--- config.mk ---
export PLATFORM = sky130hd
export DESIGN_NAME = pbap_requester_flat
export DESIGN_NICKNAME = d
export VERILOG_FILES = /design/src/verilog/pbap_pkg.sv /design/src/verilog/pbap_if.sv /design/src/verilog/pbap_requester.sv /design/src/flat_wrapper.sv
export SDC_FILE = /design/constraint.sdc
export NUM_CORES = 1
export LEC_CHECK = 0
export BUFFER_PORTS_ARGS = -buffer_cell sky130_fd_sc_hd__clkbuf_2
export CORE_AREA = 4 4 117 119
export CTS_CLUSTER_DIAMETER = 150
export DETAILED_ROUTE_END_ITERATION = 6
export DIE_AREA = 0 0 121 123
export GPL_TIMING_DRIVEN = 0
export PLACE_DENSITY = 0.75
export RECOVER_POWER = 100
export SLEW_MARGIN = 20
export SYNTH_ARGS = -nofsm -noshare
export SYNTH_HDL_FRONTEND = slang
export SYNTH_SLANG_ARGS = --single-unit
export TNS_END_PERCENT = 30
--- constraint.sdc ---
create_clock -name CLK_SYS_I -period 4.2 [get_ports CLK_SYS_I]
set_clock_uncertainty 0.2 [all_clocks]
set_input_delay 0.63 -clock CLK_SYS_I [delete_from_list [all_inputs] [get_ports CLK_SYS_I]]
set_output_delay 0.63 -clock CLK_SYS_I [all_outputs]
set_load 0.01 [all_outputs]
--- src/verilog/pbap_pkg.sv ---
// shared constants and types of the processor bus address phase
package pbap_pkg;
    localparam int ADDR_W = 36;
    localparam int ALINE_LSB = 3;
    localparam int ALINE_W = 33;
    localparam int REQ_W = 5;
    localparam int MASK_BIT = 20;
    localparam int STB0_HI = 16;
    localparam int STB1_LO = 17;
    localparam int CFG_LSB = 3;
    localparam int CFG_W = 8;
    localparam int CLK_NS = 50;
    localparam int LINK_HALF_NS = 200;
    localparam int LINK_HALF_CYC = (LINK_HALF_NS + CLK_NS - 1) / CLK_NS;
    localparam logic [ALINE_W-1:0] ALINE_RST = 33'h000000000;
    localparam logic [CFG_W-1:0] CFG_RST = 8'h00;
    typedef logic [ADDR_W-1:0] pbap_addr_t;
endpackage : pbap_pkg

--- src/verilog/pbap_if.sv ---
// link between requesting agent and observing agent
`timescale 1ns/1ps
interface pbap_if;
    logic [pbap_pkg::ALINE_W-1:0] aline;
    logic [pbap_pkg::REQ_W-1:0] req;
    logic address_valid_strobe;
    logic [1:0] address_phase_strobes;
    logic bus_clk;
    modport requester (
        output aline, req, address_valid_strobe, address_phase_strobes,
        input bus_clk
    );
    modport observer (
        input aline, req, address_valid_strobe, address_phase_strobes,
        output bus_clk
    );
endinterface : pbap_if

--- src/verilog/pbap_requester.sv ---
// requesting agent: drives address phase, applies address bit 20 mask
`timescale 1ns/1ps
module pbap_requester (
    input wire logic CLK_SYS_I, // system clock
    input wire logic RSTN_I, // sync reset, active low
    pbap_if.requester bus, // link
    input wire logic ADDRESS_BIT20_MASK_I, // async mask input
    input wire logic [pbap_pkg::CFG_W-1:0] STRAP_I, // config straps on lines
    input wire logic START_I, // request a transaction
    input wire pbap_pkg::pbap_addr_t ADDR_I, // physical byte address
    input wire logic [pbap_pkg::ALINE_W-1:0] TYPE_I, // sub-phase 2 info
    input wire logic [pbap_pkg::REQ_W-1:0] REQ_I, // request lines
    output logic READY_O, // idle, may take START_I
    output logic [pbap_pkg::CFG_W-1:0] CFG_O, // power-on configuration
    output pbap_pkg::pbap_addr_t LOOKUP_ADDR_O // masked cache lookup address
);
    typedef enum {ST_IDLE, ST_WAIT, ST_ADDR, ST_TYPE, ST_END} pbap_st_t;
    pbap_st_t st_reg;
    logic m0_reg;
    logic m1_reg;
    logic c0_reg;
    logic c1_reg;
    logic c2_reg;
    logic [pbap_pkg::CFG_W-1:0] strap0_reg;
    logic [pbap_pkg::CFG_W-1:0] strap1_reg;
    logic rst_d_reg;
    pbap_pkg::pbap_addr_t addr_reg;
    pbap_pkg::pbap_addr_t lookup_reg;
    logic [pbap_pkg::ALINE_W-1:0] type_reg;
    logic [pbap_pkg::ALINE_W-1:0] aline_reg;
    logic [pbap_pkg::REQ_W-1:0] req_reg;
    logic ads_reg;
    logic [1:0] stb_reg;
    logic clk_rise;
    logic take;
    logic addr_launch;
    logic type_launch;

    // clear bit 20 when the synchronised mask is set
    function automatic pbap_pkg::pbap_addr_t mask_a20(
        input pbap_pkg::pbap_addr_t a,
        input logic m
    );
        pbap_pkg::pbap_addr_t r;
        r = a;
        if (m) begin
            r[pbap_pkg::MASK_BIT] = 1'b0;
        end
        return r;
    endfunction : mask_a20
    // ----------------------------------------------
    // synchronisers and bus clock edge
    // ----------------------------------------------
    always_ff @(posedge CLK_SYS_I) begin
        if (!RSTN_I) begin
            m0_reg <= 1'b0;
            m1_reg <= 1'b0;
        end else begin
            m0_reg <= ADDRESS_BIT20_MASK_I;
            m1_reg <= m0_reg;
        end
    end
    always_ff @(posedge CLK_SYS_I) begin
        if (!RSTN_I) begin
            c0_reg <= 1'b0;
            c1_reg <= 1'b0;
            c2_reg <= 1'b0;
        end else begin
            c0_reg <= bus.bus_clk;
            c1_reg <= c0_reg;
            c2_reg <= c1_reg;
        end
    end
    // straps keep sampling in reset, so the release edge sees settled pins
    always_ff @(posedge CLK_SYS_I) begin
        strap0_reg <= STRAP_I;
        strap1_reg <= strap0_reg;
    end
    assign clk_rise = c1_reg & ~c2_reg;
    // ----------------------------------------------
    // power-on configuration
    // ----------------------------------------------
    always_ff @(posedge CLK_SYS_I) begin
        rst_d_reg <= RSTN_I;
    end
    // loads once, on the first edge after reset is released
    always_ff @(posedge CLK_SYS_I) begin
        if (!RSTN_I) begin
            CFG_O <= pbap_pkg::CFG_RST;
        end else if (!rst_d_reg) begin
            CFG_O <= strap1_reg;
        end
    end
    // ----------------------------------------------
    // cache lookup address
    // ----------------------------------------------
    always_ff @(posedge CLK_SYS_I) begin
        if (!RSTN_I) begin
            lookup_reg <= '0;
        end else begin
            lookup_reg <= mask_a20(ADDR_I, m1_reg);
        end
    end
    assign LOOKUP_ADDR_O = lookup_reg;
    // ----------------------------------------------
    // address phase sequencer
    // ----------------------------------------------
    // one transaction at a time: START_I is ignored while busy
    assign take = (st_reg == ST_IDLE) && START_I;
    assign addr_launch = (st_reg == ST_WAIT) && clk_rise;
    assign type_launch = (st_reg == ST_TYPE) && clk_rise;
    always_ff @(posedge CLK_SYS_I) begin
        if (!RSTN_I) begin
            st_reg <= ST_IDLE;
        end else begin
            unique case (st_reg)
                ST_IDLE: begin
                    if (take) begin
                        st_reg <= ST_WAIT;
                    end
                end
                ST_WAIT: begin
                    if (addr_launch) begin
                        st_reg <= ST_ADDR;
                    end
                end
                ST_ADDR: begin
                    st_reg <= ST_TYPE;
                end
                ST_TYPE: begin
                    if (type_launch) begin
                        st_reg <= ST_END;
                    end
                end
                ST_END: begin
                    if (clk_rise) begin
                        st_reg <= ST_IDLE;
                    end
                end
            endcase
        end
    end
    // ----------------------------------------------
    // request capture
    // ----------------------------------------------
    always_ff @(posedge CLK_SYS_I) begin
        if (!RSTN_I) begin
            addr_reg <= '0;
            type_reg <= '0;
            req_reg <= '0;
        end else if (take) begin
            addr_reg <= mask_a20(ADDR_I, m1_reg);
            type_reg <= TYPE_I;
            req_reg <= REQ_I;
        end
    end
    // ----------------------------------------------
    // address lines: address, then type
    // ----------------------------------------------
    always_ff @(posedge CLK_SYS_I) begin
        if (!RSTN_I) begin
            aline_reg <= pbap_pkg::ALINE_RST;
        end else if (addr_launch) begin
            aline_reg <= addr_reg[pbap_pkg::ADDR_W-1:
                pbap_pkg::ALINE_LSB];
        end else if (type_launch) begin
            aline_reg <= type_reg;
        end
    end
    // ----------------------------------------------
    // address valid strobe
    // ----------------------------------------------
    always_ff @(posedge CLK_SYS_I) begin
        if (!RSTN_I) begin
            ads_reg <= 1'b0;
        end else if (addr_launch) begin
            ads_reg <= 1'b1;
        end else if (st_reg == ST_END && clk_rise) begin
            ads_reg <= 1'b0;
        end
    end
    // ----------------------------------------------
    // address strobes: rise with address, fall with type
    // ----------------------------------------------
    always_ff @(posedge CLK_SYS_I) begin
        if (!RSTN_I) begin
            stb_reg <= 2'h0;
        end else if (st_reg == ST_ADDR) begin
            stb_reg <= 2'h3;
        end else if (st_reg == ST_END) begin
            stb_reg <= 2'h0;
        end
    end
    // ----------------------------------------------
    // link and handshake outputs
    // ----------------------------------------------
    assign READY_O = (st_reg == ST_IDLE);
    assign bus.aline = aline_reg;
    assign bus.req = req_reg;
    assign bus.address_valid_strobe = ads_reg;
    assign bus.address_phase_strobes = stb_reg;
endmodule : pbap_requester
--- src/flat_wrapper.sv ---
// flat-port wrapper written by rule: the top's interface ports become plain ports
module pbap_requester_flat 
  (CLK_SYS_I, RSTN_I, ADDRESS_BIT20_MASK_I, STRAP_I, START_I, ADDR_I, TYPE_I, REQ_I, READY_O, CFG_O, LOOKUP_ADDR_O, bus_aline, bus_req, bus_address_valid_strobe, bus_address_phase_strobes, bus_bus_clk);
  pbap_if bus_i ();
  input wire logic CLK_SYS_I;
  input wire logic RSTN_I;
  input wire logic ADDRESS_BIT20_MASK_I;
  input wire logic [pbap_pkg::CFG_W-1:0] STRAP_I;
  input wire logic START_I;
  input wire pbap_pkg::pbap_addr_t ADDR_I;
  input wire logic [pbap_pkg::ALINE_W-1:0] TYPE_I;
  input wire logic [pbap_pkg::REQ_W-1:0] REQ_I;
  output logic READY_O;
  output logic [pbap_pkg::CFG_W-1:0] CFG_O;
  output pbap_pkg::pbap_addr_t LOOKUP_ADDR_O;
  output wire logic [$bits(bus_i.aline)-1:0] bus_aline;
  output wire logic [$bits(bus_i.req)-1:0] bus_req;
  output wire logic [$bits(bus_i.address_valid_strobe)-1:0] bus_address_valid_strobe;
  output wire logic [$bits(bus_i.address_phase_strobes)-1:0] bus_address_phase_strobes;
  input wire logic [$bits(bus_i.bus_clk)-1:0] bus_bus_clk;
  assign bus_aline = bus_i.aline;
  assign bus_req = bus_i.req;
  assign bus_address_valid_strobe = bus_i.address_valid_strobe;
  assign bus_address_phase_strobes = bus_i.address_phase_strobes;
  assign bus_i.bus_clk = bus_bus_clk;
  pbap_requester u_core (.CLK_SYS_I(CLK_SYS_I), .RSTN_I(RSTN_I), .bus(bus_i), .ADDRESS_BIT20_MASK_I(ADDRESS_BIT20_MASK_I), .STRAP_I(STRAP_I), .START_I(START_I), .ADDR_I(ADDR_I), .TYPE_I(TYPE_I), .REQ_I(REQ_I), .READY_O(READY_O), .CFG_O(CFG_O), .LOOKUP_ADDR_O(LOOKUP_ADDR_O));
endmodule
Word-level counts from Yosys, hierarchy flattened
Index checks and enable logic that the tools add are counted.
{ "totals": {"regBits": 208, "out_inout_bits": 86, "wordCells": 53} }
{ "op_classes": {"reduce_logical": 10, "bitwise": 2, "n_eq_ne": 12, "n_mux": 12} }
{ "ops": {"columns": ["cell", "count"], "rows": [
  ["32-bit case mux with 5 select lines", 1],
  ["32-bit two-way mux", 4],
  ["32-bit by 2-bit equality test with 1-bit output (second input constant)", 3],
  ["32-bit by 3-bit equality test with 1-bit output (second input constant)", 3],
  ["33-bit two-way mux", 2],
  ["32-bit zero test", 2],
  ["32-bit by 1-bit equality test with 1-bit output (second input constant)", 1],
  ["32-bit by 4-bit equality test with 1-bit output (second input constant)", 1],
  ["2-bit by 1-bit inequality test with 1-bit output (second input constant)", 4],
  ["2-bit nonzero test", 3],
  ["1-bit logical AND", 4],
  ["2-bit two-way mux", 2],
  ["4-bit AND reduction", 1],
  ["1-bit two-way mux", 3],
  ["1-bit bitwise AND", 1],
  ["1-bit NOT", 1]
]} }

Depth between registers and ports, before layout
{ "depth": {"depth_word": 5, "ltp_mapped": 6, "depth_no_buf": 3} }

Worst setup path after synthesis
Ideal clock, no wire load.
{ "synth_path": {"path_type": "in2reg", "startpoint": "input RSTN_I", "endpoint": "register u_core.addr_reg[19]", "n_path_buf": 3, "path_slack_ns": 2.221, "arrival_time_ns": 1.636, "t_required_ns": 3.857, "path_stages": 5, "path_cell_list": "clkbuf_1 -> inv_2 -> clkbuf_1 -> clkbuf_1 -> a21oi_2"} }
{ "synth_lines": {"columns": ["element", "line", "source"], "rows": [
  ["start, declared", "flat_wrapper.sv:6", "input wire logic RSTN_I;"],
  ["end signal, assigned", "pbap_requester.sv:152", "addr_reg <= mask_a20(ADDR_I, m1_reg);"],
  ["end, declared", "pbap_requester.sv:27", "pbap_pkg::pbap_addr_t addr_reg;"]
]} }
No word-level cell between the ends.

Worst setup path after layout
{ "layout_path": {"startpoint": "register u_core.st_reg[1]", "endpoint": "register u_core.addr_reg[19]"} }
{ "layout_between": {"elab_chain_cells": 2} }
{ "layout_rtl": {"columns": ["element", "line", "source"], "rows": [
  ["start, declared", "pbap_requester.sv:18", "pbap_st_t st_reg;"],
  ["start signal, assigned", "pbap_requester.sv:114", "st_reg <= ST_IDLE;"],
  ["start signal, assigned", "pbap_requester.sv:119", "st_reg <= ST_WAIT;"],
  ["start signal, assigned", "pbap_requester.sv:124", "st_reg <= ST_ADDR;"],
  ["32-bit zero test", "pbap_requester.sv:109", "assign take = (st_reg == ST_IDLE) && START_I;"],
  ["1-bit logical AND", "pbap_requester.sv:109", null]
]} }
Every way passes these cells.
A chain may end at the register's enable or synchronous reset.

==> summary.md <==
| Metric | Value |
|---|---|
| Status | complete, but fails checks |
| Failing checks | max-capacitance violations, max-slew violations |
| Logic pwr share | 8.6% |
| Number of flops mapped to enable cells by yosys | 0 |
| CTS tree | built |
| Initial antenna violation count | 0 |
| Largest stage delay, worst path | 1.21 ns |
| Crit-path cells | clkbuf_1 -> nor4b_1 -> clkbuf_1 -> nand2_1 -> a21oi_2 |
| Synth async-reset ratio | 0% |
| I/O Buffers | 172 |
| CP top delay family | simple AND/OR/NAND/NOR gates |
| # fillers | approximately 1200 |
| Layout cell share with drive strength beyond 1 | between 20% and 30% |
| Clock share of power | 43.8% |
| Leakage | 0.00289 uW |
| First-pass GRT wire length | 23400 um |
| Htree depth | 4 |
| Worst r2r dst | u_core.addr_reg[19]$_SDFFE_PN0P_ |
| Placed Cells | 958 |
| Worst R2R Setup Slack | between 1 and 1.5 ns |
| CP Data Required Time | 4.35 ns |
| Router iterations before antenna repair | 4 |
| Count leader, synth | dfxtp_1 |
| CTS Hold Bufs | 0 |
| Sw Share | 23.2% |
| Count of non-filler cells in the finished layout | 990 |
| Crit path max fanout | 10 |
| Bufs and invs on worst path | 2 |
| DR WL/cell | 15.1 um |
| Hold Path Stages | 1 |
| Worst-Skew Late Latency | 0.42 ns |
| Final nets | 892 |
| CP startpoint kind | flop |
| Fin crit share | between 60% and 70% |
| CP Capture Type | flop |
| Residual DRC count | 0 |
| Total track usage | 20.2% |
| Mapped Area | 0.00610 mm^2 |
| Final Hold Vio Count | 0 |
| Final Critical Period | 2.80 ns |
| Max reg flops | 36 |
| Crit path DAT | 2.94 ns |
| Synth Flop Type | dfxtp_1 |
| HP Class | in -> reg |
| Drt via density | 4.84 |
| Clk buf depth | 2 |
| Clk root buf | clkbuf_16 |
| Routed via count | 4794 |
| Slew Limit Fails | 1 |
| Syn Nets | 701 |
| Hold Slack | approximately 0.11 ns |
| Die width | 121 um |
| Number of global-route vias before repair | 4840 |
| Worst slew margin | -0.293% |
| Row count | 41 |
| DRT iter0 DRCs | 314 |
| Setup-violating endpoint count in the final report | 0 |
| Core Util, Final | 60.2% |
| Max-Cap Viols | 1 |
| Worst Reg-to-Reg Cells | 5 |
| Clock-pin slew on the worst setup and hold paths | 0.06 ns |
| Num Clock Sinks | 175 |
| Ranking of synthesized cells by area | dfxtp_1 57%, nand2_1 7.9%, mux2i_1 6.7% |
| RSZ-0062 raised after global routing | false |
| Min-Delay Endpoint | u_core.strap0_reg[7]$_DFF_P_ |
| Setup TNS | 0 ns |
| Ant. Diodes | 0 |
| Fmax | 0.358 GHz |
| Commonest cells in the synthesized netlist | 175 x dfxtp_1, 128 x nand2_1, 43 x nor2_1 |
| Count of different cell masters after synthesis | 31 |
| Initial core utilization | 48.6% |
| Crit path from | u_core.st_reg[1]$_SDFFE_PN0P_ |
| Syn_area_per_cell | just under 10 um^2 |
| Seq/Total Area, Yosys | 57.4% |
| Post-CTS sizing | 0 |
| Post-Syn Instances | 614 |
| R2R Path Start | u_core.st_reg[1]$_SDFFE_PN0P_ |
| Largest area contributor in the netlist | dfxtp_1 |
| Hold_sp | STRAP_I[7] |
| Most frequent cell on the critical path | clkbuf_1 |
| Core area | 0.0126 mm^2 |
| Largest net degree at the start of global routing | 17 |
| Worst VDD drop | 0.253 mV |
| Hpwl dp | between 10000 and 15000 um |
| Gr ovfl total | 0 |
| Flop pwr share | 47.7% |
| Die Height | around 120 um |
| GP Congestion | 0.814 |
| Synth top area share | 57.4% |
| Worst slew pin tran | 1.48 ns |
| Antenna-violating nets left | 0 |
| Yosys warning count | 0 |
| Die ar. | 0.0149 mm^2 |
| Internal power | 2880 uW |
| TritonCTS Buffers | 17 |
| Worst-path cell with the longest stage delay | nor4b_1 |
| Crit path kind | reg -> reg |
| Drt total wl | 14900 um |
| Top-level port count | ~170 |
| Post-CTS Setup Inserts | 0 |
| Synthesis-to-layout area growth | 23.9% |
| P per Cell Area | 496 mW/mm^2 |
| P_sw | approximately 870 uW |
| #FFs+latches synth | approximately 180 |
worst register-to-register path: cells and delay by family, from the launching register on:
| kind | cells | cell delay [ns] |
|---|---|---|
| AOI/OAI and AO/OA | 1 | 0.14 |
| buffers and inverters | 2 | 0.74 |
| DFF | 1 | 0.29 |
| and+or+nand+nor | 2 | 1.36 |
cell usage in the layout (no fill, tap or decap), drive strengths merged, types with 2 or more instances in the layout:
cell type  instances
nor3               2
dfxtp            175
nand2            143
inv                3
a21oi             71
a211oi            34
clkinvlp           5
and2              40
mux2i             41
buf               15
clkinv             2
bufinv             3
nor2              43
clkbuf           226
o21ai              2
logic make-up after synthesis:
| kind of cell | Yosys count | synth area share [%] |
|---|---|---|
| buf+inv | 50 | 5.27 |
| mux | 41 | 6.73 |
| xor+xnor | 1 | 0.144 |
| flops | 175 | 57.4 |
| compound gates | 110 | 12.7 |
| simple gates | 237 | 17.7 |
power by group through the flow:
| stage | clock network [uW] | logic [uW] | registers [uW] |
|---|---|---|---|
| CTS | 1670 | 356 | 1790 |
| global route | 1750 | 358 | 1800 |
| global placement | 0 | 343 | 1820 |
| finish | 1640 | 321 | 1790 |
| detailed placement | 0 | 353 | 1820 |
| floorplan | 0 | 200 | 1830 |
through the flow:
stage          power, uW  setup slack [ns]  cell area, um^2
6_report            3750              1.40             7560
5_1_grt             3900              1.19             7560
4_1_cts             3810              1.65             7810
3_5_place_dp        2180              1.58             7180
3_3_place_gp        2160              1.63             7180
2_1_floorplan       2030              2.22             6100
routing by layer:
metal	share of wire [%]	track usage, %	vias to the layer above
met5	0	0	-
met1	43	24.1	2218
met4	2.1	8.92	0
met2	50	34.8	130
li1	-	-	2421
met3	5.3	4.89	25
cell type report:
class / count / area (um^2) / share of cell area [%]
tap: 172 / 215 / 2.85
inverter: 2 / 7.51 / 0.0993
clock buffer: 21 / 480 / 6.35
multi-input combinational: 389 / 2190 / 29.0
sequential: 175 / 3500 / 46.3
clock inverter: 11 / 154 / 2.04
timing repair buffer: 172 / 754 / 9.98
buffer: 48 / 255 / 3.38
worst max-delay path by stage:
stage                                       endpoint  cells past startpoint
floorplan           u_core.addr_reg[19]$_SDFFE_PN0P_                      5
global placement    u_core.addr_reg[28]$_SDFFE_PN0P_                      6
global route        u_core.addr_reg[18]$_SDFFE_PN0P_                      5
detailed placement  u_core.addr_reg[21]$_SDFFE_PN0P_                      6
finish              u_core.addr_reg[19]$_SDFFE_PN0P_                      5
CTS                                          READY_O                      4
(Power assumes the default switching activity.)
